File: src/cfc_pkg.sv
// constants, register map and types of the fault-confinement block
// assumes a 32-bit axi4-lite register bus and 8-bit error counters
package cfc_pkg;
  // error-state thresholds and counter figures
  localparam logic [7:0] CFC_WARN_LVL     = 8'h60; // 96
  localparam logic [7:0] CFC_PASS_LVL     = 8'h80; // 128
  localparam logic [7:0] CFC_BUS_OFF_FLAG_GUARD   = 8'hF8; // 248, +8 would overflow
  localparam logic [7:0] CFC_INC_BIG      = 8'h08;
  localparam logic [7:0] CFC_INC_SMALL    = 8'h01;
  localparam logic [7:0] CFC_CNT_MAX      = 8'hFF;
  localparam logic [2:0] CFC_FLAG_BITS    = 3'h6;
  localparam logic [3:0] CFC_SUSP_BITS    = 4'h8;
  localparam logic [3:0] CFC_IDLE_RUN     = 4'hB; // 11 recessive bits
  localparam logic [7:0] CFC_IDLE_SEQS    = 8'h80; // 128 runs
  // register byte addresses
  localparam logic [7:0] CFC_A_CTRL       = 8'h00;
  localparam logic [7:0] CFC_A_INFO       = 8'h04;
  localparam logic [7:0] CFC_A_ERRCNT     = 8'h08;
  localparam logic [7:0] CFC_A_IRQ_STAT   = 8'h0C;
  localparam logic [7:0] CFC_A_IRQ_MASK   = 8'h10;
  // info register bit positions
  localparam int CFC_B_RX_WARN  = 0;
  localparam int CFC_B_RX_PASS  = 1;
  localparam int CFC_B_TX_WARN  = 2;
  localparam int CFC_B_TX_PASS  = 3;
  localparam int CFC_B_BUS_OFF  = 4;
  // interrupt status bit positions
  localparam int CFC_I_WARN     = 0;
  localparam int CFC_I_PASSIVE  = 1;
  localparam int CFC_I_BUS_OFF  = 2;
  localparam int CFC_I_RECOVER  = 3;
  localparam int CFC_IRQ_W      = 4;
  // axi responses
  localparam logic [1:0] CFC_RESP_OKAY   = 2'h0;
  localparam logic [1:0] CFC_RESP_SLVERR = 2'h2;
  // error states
  typedef enum logic [1:0] {
    CFC_ACTIVE,
    CFC_PASSIVE,
    CFC_BUSOFF
  } cfc_state_t;
endpackage

File: src/cfc_fault_conf.sv
// fault-confinement state of a can controller with axi4-lite registers
// assumes a protocol engine on the same clock giving error, ok and bit
// tick pulses; the bus receive level arrives from a pin and is synchronised
`timescale 1ns/10ps

module cfc_fault_conf (
  // clock and reset
  input  wire logic          i_clk,
  input  wire logic          i_rst,
  // axi4-lite write channels
  input  wire logic          s_axi_awvalid,
  output logic               s_axi_awready,
  input  wire logic [7:0]    s_axi_awaddr,
  input  wire logic          s_axi_wvalid,
  output logic               s_axi_wready,
  input  wire logic [31:0]   s_axi_wdata,
  input  wire logic [3:0]    s_axi_wstrb,
  output logic               s_axi_bvalid,
  input  wire logic          s_axi_bready,
  output logic [1:0]         s_axi_bresp,
  // axi4-lite read channels
  input  wire logic          s_axi_arvalid,
  output logic               s_axi_arready,
  input  wire logic [7:0]    s_axi_araddr,
  output logic               s_axi_rvalid,
  input  wire logic          s_axi_rready,
  output logic [31:0]        s_axi_rdata,
  output logic [1:0]         s_axi_rresp,
  // protocol engine events
  input  wire logic          i_bit_tick,
  input  wire logic          i_err_detect,
  input  wire logic          i_tx_inc8,
  input  wire logic          i_rx_inc1,
  input  wire logic          i_rx_inc8,
  input  wire logic          i_ack_err,
  input  wire logic          i_delim_first,
  input  wire logic          i_tx_ok,
  input  wire logic          i_rx_ok,
  input  wire logic          i_intermission_end,
  // bus pin
  input  wire logic          i_rx_pin,
  // status towards the engine
  output logic               o_flag_drive,
  output logic               o_flag_level,
  output logic               o_tx_suspend,
  output logic               o_bus_off,
  output cfc_pkg::cfc_state_t o_state,
  output logic               o_irq
);
  import cfc_pkg::*;
  typedef struct packed {
    cfc_state_t              state;
    logic [7:0]              tx_error_counter;
    logic [7:0]              rx_error_counter;
    logic                    bus_off_flag;
    logic                    init_mode;
    logic                    init_seen;
    logic                    pend_tx8;
    logic                    pend_rx1;
    logic                    pend_rx8;
    logic                    ack_exc;
    logic                    dom_seen;
    logic                    flag_dom;
    logic [2:0]              flag_cnt;
    logic [3:0]              susp_cnt;
    logic [3:0]              run_cnt;
    logic [7:0]              seq_cnt;
    logic [CFC_IRQ_W-1:0]    irq_stat;
    logic [CFC_IRQ_W-1:0]    irq_mask;
    logic                    aw_got;
    logic [7:0]              aw_addr;
    logic                    w_got;
    logic [31:0]             wdata;
    logic [3:0]              wstrb;
    logic                    bvalid;
    logic [1:0]              bresp;
    logic                    rvalid;
    logic [31:0]             rdata;
    logic [1:0]              rresp;
    logic                    sync1;
    logic                    sync2;
  } cfc_st_t;
  cfc_st_t st_r;
  cfc_st_t st_nxt;
  // address decode used by read and write paths
  function automatic logic addr_ok(input logic [7:0] a);
    addr_ok = (a == CFC_A_CTRL) || (a == CFC_A_INFO) ||
              (a == CFC_A_ERRCNT) || (a == CFC_A_IRQ_STAT) ||
              (a == CFC_A_IRQ_MASK);
  endfunction
  // info word built from the counters and the bus-off flag
  function automatic logic [31:0] info_word(input cfc_st_t s);
    info_word = '0;
    info_word[CFC_B_RX_WARN] = (s.rx_error_counter >= CFC_WARN_LVL);
    info_word[CFC_B_RX_PASS] = (s.rx_error_counter >= CFC_PASS_LVL);
    info_word[CFC_B_TX_WARN] = (s.tx_error_counter >= CFC_WARN_LVL) || s.bus_off_flag;
    info_word[CFC_B_TX_PASS] = (s.tx_error_counter >= CFC_PASS_LVL) || s.bus_off_flag;
    info_word[CFC_B_BUS_OFF] = s.bus_off_flag;
  endfunction
  logic rx_recessive;
  logic wr_fire;
  logic [CFC_IRQ_W-1:0] irq_set;
  logic [31:0] info_now;
  logic [31:0] info_new;
  assign rx_recessive = st_r.sync2;
  assign wr_fire = st_r.aw_got && st_r.w_got && !st_r.bvalid;
  // next-state logic of the whole block
  always_comb begin
    st_nxt = st_r;
    irq_set = '0;
    info_now = info_word(st_r);
    st_nxt.sync1 = i_rx_pin;
    st_nxt.sync2 = st_r.sync1;
    // flag start: type from the state before the error
    if (i_err_detect && !st_r.bus_off_flag) begin
      st_nxt.flag_cnt = CFC_FLAG_BITS;
      st_nxt.flag_dom = (st_r.state == CFC_ACTIVE);
      st_nxt.dom_seen = 1'b0;
    end else if (i_bit_tick && st_r.flag_cnt != '0) begin
      st_nxt.flag_cnt = st_r.flag_cnt - 3'h1;
      if (!rx_recessive)
        st_nxt.dom_seen = 1'b1;
    end
    // increments wait until the error delimiter
    if (i_tx_inc8) begin
      st_nxt.pend_tx8 = 1'b1;
      st_nxt.ack_exc = i_ack_err && (st_r.state == CFC_PASSIVE);
    end
    if (i_rx_inc1)
      st_nxt.pend_rx1 = 1'b1;
    if (i_rx_inc8)
      st_nxt.pend_rx8 = 1'b1;
    if (i_delim_first && !st_r.bus_off_flag) begin
      if (st_r.pend_tx8 && !(st_r.ack_exc && !st_r.dom_seen)) begin
        if (st_r.tx_error_counter >= CFC_BUS_OFF_FLAG_GUARD) begin
          st_nxt.bus_off_flag = 1'b1;
        end else begin
          st_nxt.tx_error_counter = st_r.tx_error_counter + CFC_INC_BIG;
        end
      end
      if (st_r.pend_rx8)
        st_nxt.rx_error_counter = (st_r.rx_error_counter > CFC_CNT_MAX - CFC_INC_BIG) ? CFC_CNT_MAX :
                     st_r.rx_error_counter + CFC_INC_BIG;
      else if (st_r.pend_rx1 && st_r.rx_error_counter != CFC_CNT_MAX)
        st_nxt.rx_error_counter = st_r.rx_error_counter + CFC_INC_SMALL;
      st_nxt.pend_tx8 = 1'b0;
      st_nxt.pend_rx1 = 1'b0;
      st_nxt.pend_rx8 = 1'b0;
      st_nxt.ack_exc = 1'b0;
    end else begin
      if (i_tx_ok && st_r.tx_error_counter != '0 && !st_r.bus_off_flag)
        st_nxt.tx_error_counter = st_r.tx_error_counter - CFC_INC_SMALL;
      if (i_rx_ok && st_r.rx_error_counter != '0)
        st_nxt.rx_error_counter = st_r.rx_error_counter - CFC_INC_SMALL;
    end
    // suspend transmission after intermission while passive
    if (i_intermission_end && st_r.state == CFC_PASSIVE)
      st_nxt.susp_cnt = CFC_SUSP_BITS;
    else if (i_bit_tick && st_r.susp_cnt != '0)
      st_nxt.susp_cnt = st_r.susp_cnt - 4'h1;
    // bus-off recovery: init mode, then 128 runs of 11 recessive bits
    if (!st_r.bus_off_flag) begin
      st_nxt.init_seen = 1'b0;
      st_nxt.run_cnt = '0;
      st_nxt.seq_cnt = '0;
    end else if (st_r.init_mode) begin
      st_nxt.init_seen = 1'b1;
      st_nxt.run_cnt = '0;
      st_nxt.seq_cnt = '0;
    end else if (st_r.init_seen && i_bit_tick) begin
      if (!rx_recessive) begin
        st_nxt.run_cnt = '0;
      end else if (st_r.run_cnt == CFC_IDLE_RUN - 4'h1) begin
        st_nxt.run_cnt = '0;
        st_nxt.seq_cnt = st_r.seq_cnt + 8'h01;
        if (st_r.seq_cnt == CFC_IDLE_SEQS - 8'h01) begin
          st_nxt.bus_off_flag = 1'b0;
          st_nxt.tx_error_counter = '0;
          st_nxt.rx_error_counter = '0;
          st_nxt.pend_tx8 = 1'b0;
          st_nxt.pend_rx1 = 1'b0;
          st_nxt.pend_rx8 = 1'b0;
          irq_set[CFC_I_RECOVER] = 1'b1;
        end
      end else begin
        st_nxt.run_cnt = st_r.run_cnt + 4'h1;
      end
    end
    if (st_nxt.bus_off_flag) begin
      st_nxt.flag_cnt = '0;
      st_nxt.susp_cnt = '0;
    end
    // error state from the new counters
    if (st_nxt.bus_off_flag)
      st_nxt.state = CFC_BUSOFF;
    else if (st_nxt.tx_error_counter >= CFC_PASS_LVL || st_nxt.rx_error_counter >= CFC_PASS_LVL)
      st_nxt.state = CFC_PASSIVE;
    else
      st_nxt.state = CFC_ACTIVE;
    // interrupt events on rising status bits
    info_new = info_word(st_nxt);
    irq_set[CFC_I_WARN] = (info_new[CFC_B_TX_WARN] &&
                           !info_now[CFC_B_TX_WARN]) ||
                          (info_new[CFC_B_RX_WARN] &&
                           !info_now[CFC_B_RX_WARN]);
    irq_set[CFC_I_PASSIVE] = (st_nxt.state == CFC_PASSIVE) &&
                             (st_r.state != CFC_PASSIVE);
    irq_set[CFC_I_BUS_OFF] = st_nxt.bus_off_flag && !st_r.bus_off_flag;
    // axi write: address and data in either order
    if (s_axi_awvalid && s_axi_awready) begin
      st_nxt.aw_got = 1'b1;
      st_nxt.aw_addr = s_axi_awaddr;
    end
    if (s_axi_wvalid && s_axi_wready) begin
      st_nxt.w_got = 1'b1;
      st_nxt.wdata = s_axi_wdata;
      st_nxt.wstrb = s_axi_wstrb;
    end
    if (wr_fire) begin
      st_nxt.aw_got = 1'b0;
      st_nxt.w_got = 1'b0;
      st_nxt.bvalid = 1'b1;
      st_nxt.bresp = addr_ok(st_r.aw_addr) ? CFC_RESP_OKAY : CFC_RESP_SLVERR;
      if (st_r.wstrb[0]) begin
        case (st_r.aw_addr)
          CFC_A_CTRL: st_nxt.init_mode = st_r.wdata[0];
          CFC_A_IRQ_STAT:
            st_nxt.irq_stat = st_r.irq_stat & ~st_r.wdata[CFC_IRQ_W-1:0];
          CFC_A_IRQ_MASK: st_nxt.irq_mask = st_r.wdata[CFC_IRQ_W-1:0];
          default: ;
        endcase
      end
    end else if (st_r.bvalid && s_axi_bready) begin
      st_nxt.bvalid = 1'b0;
    end
    // new events win over a clearing write
    st_nxt.irq_stat = st_nxt.irq_stat | irq_set;
    // axi read
    if (s_axi_arvalid && s_axi_arready) begin
      st_nxt.rvalid = 1'b1;
      st_nxt.rresp = addr_ok(s_axi_araddr) ? CFC_RESP_OKAY : CFC_RESP_SLVERR;
      case (s_axi_araddr)
        CFC_A_CTRL:     st_nxt.rdata = {31'h0, st_r.init_mode};
        CFC_A_INFO:     st_nxt.rdata = info_now;
        CFC_A_ERRCNT:   st_nxt.rdata = {16'h0, st_r.rx_error_counter, st_r.tx_error_counter};
        CFC_A_IRQ_STAT: st_nxt.rdata = {28'h0, st_r.irq_stat};
        CFC_A_IRQ_MASK: st_nxt.rdata = {28'h0, st_r.irq_mask};
        default:        st_nxt.rdata = 32'h0;
      endcase
    end else if (st_r.rvalid && s_axi_rready) begin
      st_nxt.rvalid = 1'b0;
    end
  end
  // state register
  always_ff @(posedge i_clk) begin
    if (i_rst) begin
      st_r <= '0;
      st_r.state <= CFC_ACTIVE;
      st_r.sync1 <= 1'b1;
      st_r.sync2 <= 1'b1;
    end else begin
      st_r <= st_nxt;
    end
  end
  // outputs
  assign s_axi_awready = !st_r.aw_got && !st_r.bvalid;
  assign s_axi_wready  = !st_r.w_got && !st_r.bvalid;
  assign s_axi_bvalid  = st_r.bvalid;
  assign s_axi_bresp   = st_r.bresp;
  assign s_axi_arready = !st_r.rvalid;
  assign s_axi_rvalid  = st_r.rvalid;
  assign s_axi_rdata   = st_r.rdata;
  assign s_axi_rresp   = st_r.rresp;
  assign o_flag_drive  = (st_r.flag_cnt != '0);
  assign o_flag_level  = !st_r.flag_dom; // 0 is dominant
  assign o_tx_suspend  = (st_r.susp_cnt != '0);
  assign o_bus_off     = st_r.bus_off_flag;
  assign o_state       = st_r.state;
  assign o_irq         = |(st_r.irq_stat & st_r.irq_mask);
endmodule // cfc_fault_conf

File: config.mk
export PLATFORM = sky130hd
export DESIGN_NAME = cfc_fault_conf
export DESIGN_NICKNAME = d
export VERILOG_FILES = /design/src/cfc_pkg.sv /design/src/cfc_fault_conf.sv
export SDC_FILE = /design/constraint.sdc
export NUM_CORES = 1
export LEC_CHECK = 0
export ABC_AREA = 1
export BUFFER_PORTS_ARGS = -buffer_cell sky130_fd_sc_hd__buf_2
export CORE_MARGIN = 2
export CORE_UTILIZATION = 40
export CTS_BUF_LIST = sky130_fd_sc_hd__clkbuf_8 sky130_fd_sc_hd__clkbuf_16
export DETAILED_ROUTE_END_ITERATION = 10
export PLACE_DENSITY = 0.75
export SLEW_MARGIN = 10
export SYNTH_ARGS = -nofsm -noshare
export SYNTH_HDL_FRONTEND = slang
export SYNTH_SLANG_ARGS = --single-unit
File: constraint.sdc
create_clock -name i_clk -period 1.93 [get_ports i_clk]
set_input_delay 0.0965 -clock i_clk [delete_from_list [all_inputs] [get_ports i_clk]]
set_output_delay 0.0965 -clock i_clk [all_outputs]
set_load 0.03 [all_outputs]
==> results of run 1 <==
## state kept, by name, summed over array words and instances, names as in the netlist
register      cells
o_state           2
rx_recessive      1
s_axi_bresp       1
s_axi_bvalid      1
s_axi_rdata      16
s_axi_rresp       1
s_axi_rvalid      1
st_nxt            1
st_r             66
## power by group through the flow
| stage | clock, mW | sequential (mW) | combinational (mW) |
|---|---|---|---|
| 2_1_floorplan | 0 | 2.14 | 0.921 |
| 3_3_place_gp | 0 | 2.17 | 1.17 |
| 3_5_place_dp | 0 | 2.17 | 1.18 |
| 4_1_cts | 1.65 | 2.13 | 1.20 |
| 5_1_grt | 1.72 | 2.15 | 1.38 |
| 6_report | 1.62 | 2.14 | 1.21 |
## layout make-up
type	instances	area (µm²)
Fill cell	1208	6160
Multi-Input combinational cell	501	2550
Sequential cell	90	1810
Timing Repair Buffer	110	673
Inverter	97	364
Clock buffer	9	225
Tap cell	147	184
Clock inverter	6	45.0
## worst paths after layout
kind,start,end,slack [ps],cells past startpoint
worst max-delay path,st_r[102]$_SDFFE_PP0P_,st_r[91]$_SDFF_PP0_,30,14
worst min-delay path,s_axi_awaddr[1],st_r[78]$_SDFFE_PP0P_,9,3
worst max register to register,st_r[102]$_SDFFE_PP0P_,st_r[91]$_SDFF_PP0_,30,14
worst min register to register,st_nxt[0]$_SDFF_PP1_,rx_recessive$_SDFF_PP1_,420,1
## critical path, cell delays in order (launching register included)
cell and delay, ps:
dfxtp_2 330, inv_2 80, ha_4 140, nand2_4 50
nor2_4 120, inv_2 60, nor3_4 230, nand4_4 200
nand2_2 130, inv_2 50, nor2_4 110, inv_2 60
a21oi_2 120, nand2_1 70, o31ai_1 60
## cell families after synthesis
logic type | count (synthesis) | synth area share [%]
simple gates | 301 | 26.4
compound gates | 157 | 16.9
buf+inv | 149 | 14.5
flops | 90 | 36.6
fa+ha+maj | 16 | 4.07
xor+xnor | 8 | 1.42
other cells | 1 | 0.0763
## layer usage
metal	routed length (µm)	share of wire (%)	up-vias
met5	0	0	-
met4	238	1.9	0
met3	877	7.1	22
met2	5570	45	144
met1	5730	46	2134
li1	-	-	2474
## placed cells by master (no fill, tap or decap), drive strengths merged, types with 3 or more instances in the layout
| master | count |
|---|---|
| dfxtp | 90 |
| o22ai | 10 |
| or2 | 4 |
| a211oi | 3 |
| o31ai | 4 |
| clkinv | 3 |
| nand2 | 136 |
| conb | 18 |
| clkbuf | 9 |
| nand4 | 17 |
| ha | 16 |
| dlygate4sd3 | 7 |
| o21ai | 65 |
| buf | 103 |
| nor3 | 17 |
| nand3 | 35 |
| nor2 | 90 |
| xor2 | 6 |
| inv | 98 |
| a21oi | 71 |
## what timing repair did
| item | 4_1_cts | 5_1_grt |
|---|---|---|
| endpoints found under the hold margin | 6 | 0 |
| setup endpoints to repair | 0 | 10 |
| gates resized for setup | 0 | 25 |
| buffers inserted | 0 | 4 |
| hold buffers | 7 | 0 |
==> impl_metrics.json, run 1 <==
{
  "htree_levels": 3,
  "cts_buffers": 9,
  "cap_viol_max_count": 0,
  "synth-main-ff-cell": "dfxtp_1",
  "cts_root_buffer": "clkbuf_16",
  "hold_path_class": "input pin to register",
  "dieArea_mm2": 0.0132,
  "synth_area_mm2": 0.00492,
  "min_period_ps": 1900,
  "place_ws_ps": 37.2,
  "finalInstanceArea_mm2": 0.00585,
  "clk-insertion-delay-late_ps": 350,
  "grt_max_degree": 35,
  "fin_crit_sh_pct": 98.6,
  "initial_core_util_pct": 40.9,
  "drcViolationCount": 0,
  "globalRouteMet3Util_pct": 4.43,
  "utilization_pct": 48.7,
  "die_x_um": 115,
  "cts_tree": "built",
  "slew_viol_final": 0,
  "grt_first_pass_wirelength_um": 19700,
  "synth_edf_count": 0,
  "switchingPower_mw": 1.66,
  "hpwl_um": 9250,
  "setup_viol": 0,
  "yosys_warnings": 0,
  "met2_usage_pct": 30.0,
  "synth.yosys.seq_area_share_pct": 36.6,
  "rsz0062_at_grt": "true",
  "syn_area_per_cell_um2": 6.81,
  "grt_overflow": 0,
  "area_delta_synth_final_pct": 18.9,
  "post_drt_via_cell_ratio": 4.97,
  "track_usage_pct": 18.6,
  "worstMarginPinSlew_ps": 565,
  "ys_seq_elements": 90,
  "cp-end-kind": "register",
  "dr.pass1.iters": 5,
  "ys_types": 35,
  "rows": 40,
  "synthCells": 722,
  "clock_path_buffers": 2,
  "p_sw_share_pct": 33.3,
  "status": "completed",
  "synth_area_leader_cell": "dfxtp_1",
  "setup_tns_ps": 0,
  "yosys-top-cells-area": "dfxtp_1, nand2_1, a21oi_1",
  "portBuffers": 68,
  "clock_skew_ps": 9.30,
  "setup_slack_ps": 26.4,
  "fin_nets": 895,
  "coreArea_mm2": 0.0120,
  "path_clk_slew_ps": 60,
  "leakage_nw": 2.69,
  "post_dp_cell_area_mm2": 0.00539,
  "synthArstFlopShare_pct": 0,
  "seqPwrFrac_pct": 43.0,
  "p_comb_share_pct": 24.5,
  "powerDensity_mw_per_mm2": 849,
  "peakVddDrop_v": 0.000544,
  "place_congestion": 0.904,
  "avgRoutedWirePerCell_um": 12.9,
  "max_slew_margin_pct": 62.0,
  "drt-initial-drc-count": 322,
  "die_y_um": 115,
  "grt_use_met1_pct": 24.5,
  "fin_cells": 960,
  "path_max_fanout": 5,
  "num_io_pins": 118,
  "top_usage_layer": "met2",
  "routed_wl_um": 12400,
  "yosys.cell_count.top_type": "nand2_1",
  "startpoint_type": "register",
  "antennaDiodeCount": 0,
  "synth_common_cells": "nand2_1, inv_1, dfxtp_1, nor2_1, a21oi_1",
  "dp.cells": 933,
  "p_int_mw": 3.31,
  "clock_power_share_pct": 32.6,
  "total_power_mw": 4.97,
  "cp.arrival_ps": 2160,
  "cts_sinks": 90,
  "synth.top_cell.area_share_pct": 36.6,
  "drive_above_1_share_pct": 18.7,
  "holdWs_ps": 8.56,
  "crit_required_ps": 2180,
  "grt_pass1_vias": 4280,
  "vias": 4774,
  "critical_path_class": "register to register",
  "drtAntennaViolNets": 0,
  "max_freq_mhz": 525,
  "antenna_found_initial": 0,
  "hold_viol_final": 0
}
Power figures use the tool's default switching activity.
==> run 2: changes to the inputs <==
==> constraint.sdc (replaced) <==
create_clock -name i_clk -period 1.93 [get_ports i_clk]
set_input_delay 0.386 -clock i_clk [delete_from_list [all_inputs] [get_ports i_clk]]
set_output_delay 0.386 -clock i_clk [all_outputs]
set_load 0.03 [all_outputs]
==> impl_metrics.json, run 2 (synthesis gave the netlist of run 1 again) <==
{
  "largest_reg_flops": 66,
  "cp-end-kind": "register",
  "p_sw_share_pct": 33.1,
  "powerDensity_mw_per_mm2": 856,
  "hold_viol_final": 0,
  "setup_slack_ps": 36.0,
  "p_comb_share_pct": 24.8,
  "critical_path_class": "register to register",
  "hold_depth": 2,
  "min_period_ps": 1890,
  "worst-r2r-cell-count": 14,
  "track_usage_pct": 18.7,
  "slowest_delay_ps": 330,
  "slowest_stage": "dfxtp_2",
  "rows": 40,
  "holdWs_ps": 235,
  "grt_max_degree": 35,
  "antenna_found_initial": 0,
  "wl_met2_um": 5550,
  "startpoint_type": "register",
  "final_common_cell": "nand2_1",
  "grt_overflow": 0,
  "max_slew_margin_pct": 65.6,
  "regMostFlops": "st_r",
  "leakage_nw": 2.70,
  "dr.pass1.iters": 7,
  "area_delta_synth_final_pct": 19.4,
  "crit_required_ps": 2190,
  "critical_path.cell_chain": "inv_2, ha_4, nand2_4, nor2_4, inv_2, nor3_4, nand4_4, nand2_2, inv_2, nor2_4, inv_4, a21oi_2, nand2_1, o31ai_2",
  "worstMarginPinSlew_ps": 511,
  "r2r-start": "st_r[102]$_SDFFE_PP0P_",
  "post_drt_via_cell_ratio": 4.96,
  "peakVddDrop_v": 0.000441,
  "holdPathEnd": "st_nxt[0]$_SDFF_PP1_",
  "rsz0062_at_grt": "true",
  "clock_path_buffers": 2,
  "avgRoutedWirePerCell_um": 12.7,
  "seq_area_mm2": 0.00181,
  "place_ws_ps": 25.0,
  "path_clk_slew_ps": 60,
  "cts_sinks": 90,
  "routed_wl_um": 12200,
  "vias": 4777,
  "clock_skew_ps": 10.3,
  "r2r-end": "st_r[91]$_SDFF_PP0_",
  "setup_viol": 0,
  "status": "completed",
  "num_io_pins": 118,
  "path_max_fanout": 7,
  "hold_path_class": "input pin to register",
  "final_cell_mix": "nand2_1, inv_1, nor2_1",
  "max_freq_mhz": 528,
  "drt-initial-drc-count": 293,
  "dieArea_mm2": 0.0132,
  "htree_levels": 3,
  "highest_layer": "met4",
  "startpoint": "st_r[102]$_SDFFE_PP0P_",
  "holdBufCountCts": 0,
  "wl_met3_um": 709,
  "hold_path_startpoint": "i_rx_pin",
  "slew_viol_final": 0,
  "seqPwrFrac_pct": 42.4,
  "drcViolationCount": 0,
  "clk-insertion-delay-late_ps": 350,
  "multi_input_area_mm2": 0.00254,
  "place_congestion": 0.893,
  "fin_nets": 897,
  "reg2reg_setup_slack_ps": 40,
  "cp_top_family": "simple AND/OR/NAND/NOR gates",
  "coreArea_mm2": 0.0120,
  "initial_core_util_pct": 40.9,
  "antennaDiodeCount": 0,
  "cts_buffers": 9,
  "drtAntennaViolNets": 0,
  "die_y_um": 115,
  "cp.arrival_ps": 2150,
  "grt_pass1_vias": 4319,
  "cap_viol_max_count": 0,
  "cp_common_cell": "inv_2",
  "cts_root_buffer": "clkbuf_16",
  "portBuffers": 68,
  "drive_above_1_share_pct": 20.3,
  "die_x_um": 115,
  "grt_first_pass_wirelength_um": 19900,
  "fin_crit_sh_pct": 98.1,
  "cts_tree": "built",
  "switchingPower_mw": 1.66,
  "nFillCells": 1207,
  "p_int_mw": 3.37,
  "clock_power_share_pct": 32.8,
  "hpwl_um": 9240,
  "wl_met1_um": 5740,
  "worst-path-buf-inv": 4
}
## run 2: worst max-delay path by stage
stage / end / slack [ps] / depth (start not counted)
after floorplan: st_r[91]$_SDFF_PP0_ / 120 / 10
after global placement: st_r[90]$_SDFF_PP0_ / 70 / 12
after detailed placement: st_r[91]$_SDFF_PP0_ / 30 / 14
after CTS: st_r[90]$_SDFF_PP0_ / 9 / 14
after global routing: st_r[91]$_SDFF_PP0_ / -130 / 11
final: st_r[91]$_SDFF_PP0_ / 40 / 14
## run 2: per-stage QoR
| stage | TNS, ps | total power, mW | utilization (%) | cells | instance area [µm²] |
|---|---|---|---|---|---|
| final | 0 | 5.03 | 48.9 | 963 | 5870 |
| after detailed placement | 0 | 3.38 | 45.4 | 940 | 5450 |
| after floorplan | 0 | 3.06 | - | 739 | 4980 |
| after CTS | 0 | 5.02 | 47.9 | 958 | 5750 |
| after global routing | -394 | 5.31 | 48.9 | 963 | 5870 |
| after global placement | 0 | 3.35 | 45.4 | 940 | 5450 |
## run 2: layer usage
metal	global-route usage [%]	up-vias
met3	4.48	20
met4	5.54	0
met1	24.7	2153
met5	0	-
met2	30.5	130
li1	-	2474
## run 2: power groups by stage
stage	sequential, mW	combinational [mW]	clock (mW)
2_1_floorplan	2.14	0.921	0
3_3_place_gp	2.17	1.19	0
3_5_place_dp	2.17	1.21	0
4_1_cts	2.13	1.22	1.67
5_1_grt	2.15	1.40	1.77
6_report	2.13	1.25	1.65
## run 2: cell type report
type / count / share of cell area, %
multi-input combinational: 500 / 43.2
clock inverter: 6 / 0.724
tap: 147 / 3.13
sequential: 90 / 30.8
timing repair buffer: 113 / 11.8
clock buffer: 10 / 4.07
inverter: 97 / 6.24
## run 2: timing repair
item | in CTS | in global routing
resized for setup | 1 | 29
hold endpoints to repair | 0 | 0
buffers inserted | 2 | 5
setup endpoints to repair | 1 | 17
pin swaps | 1 | 9
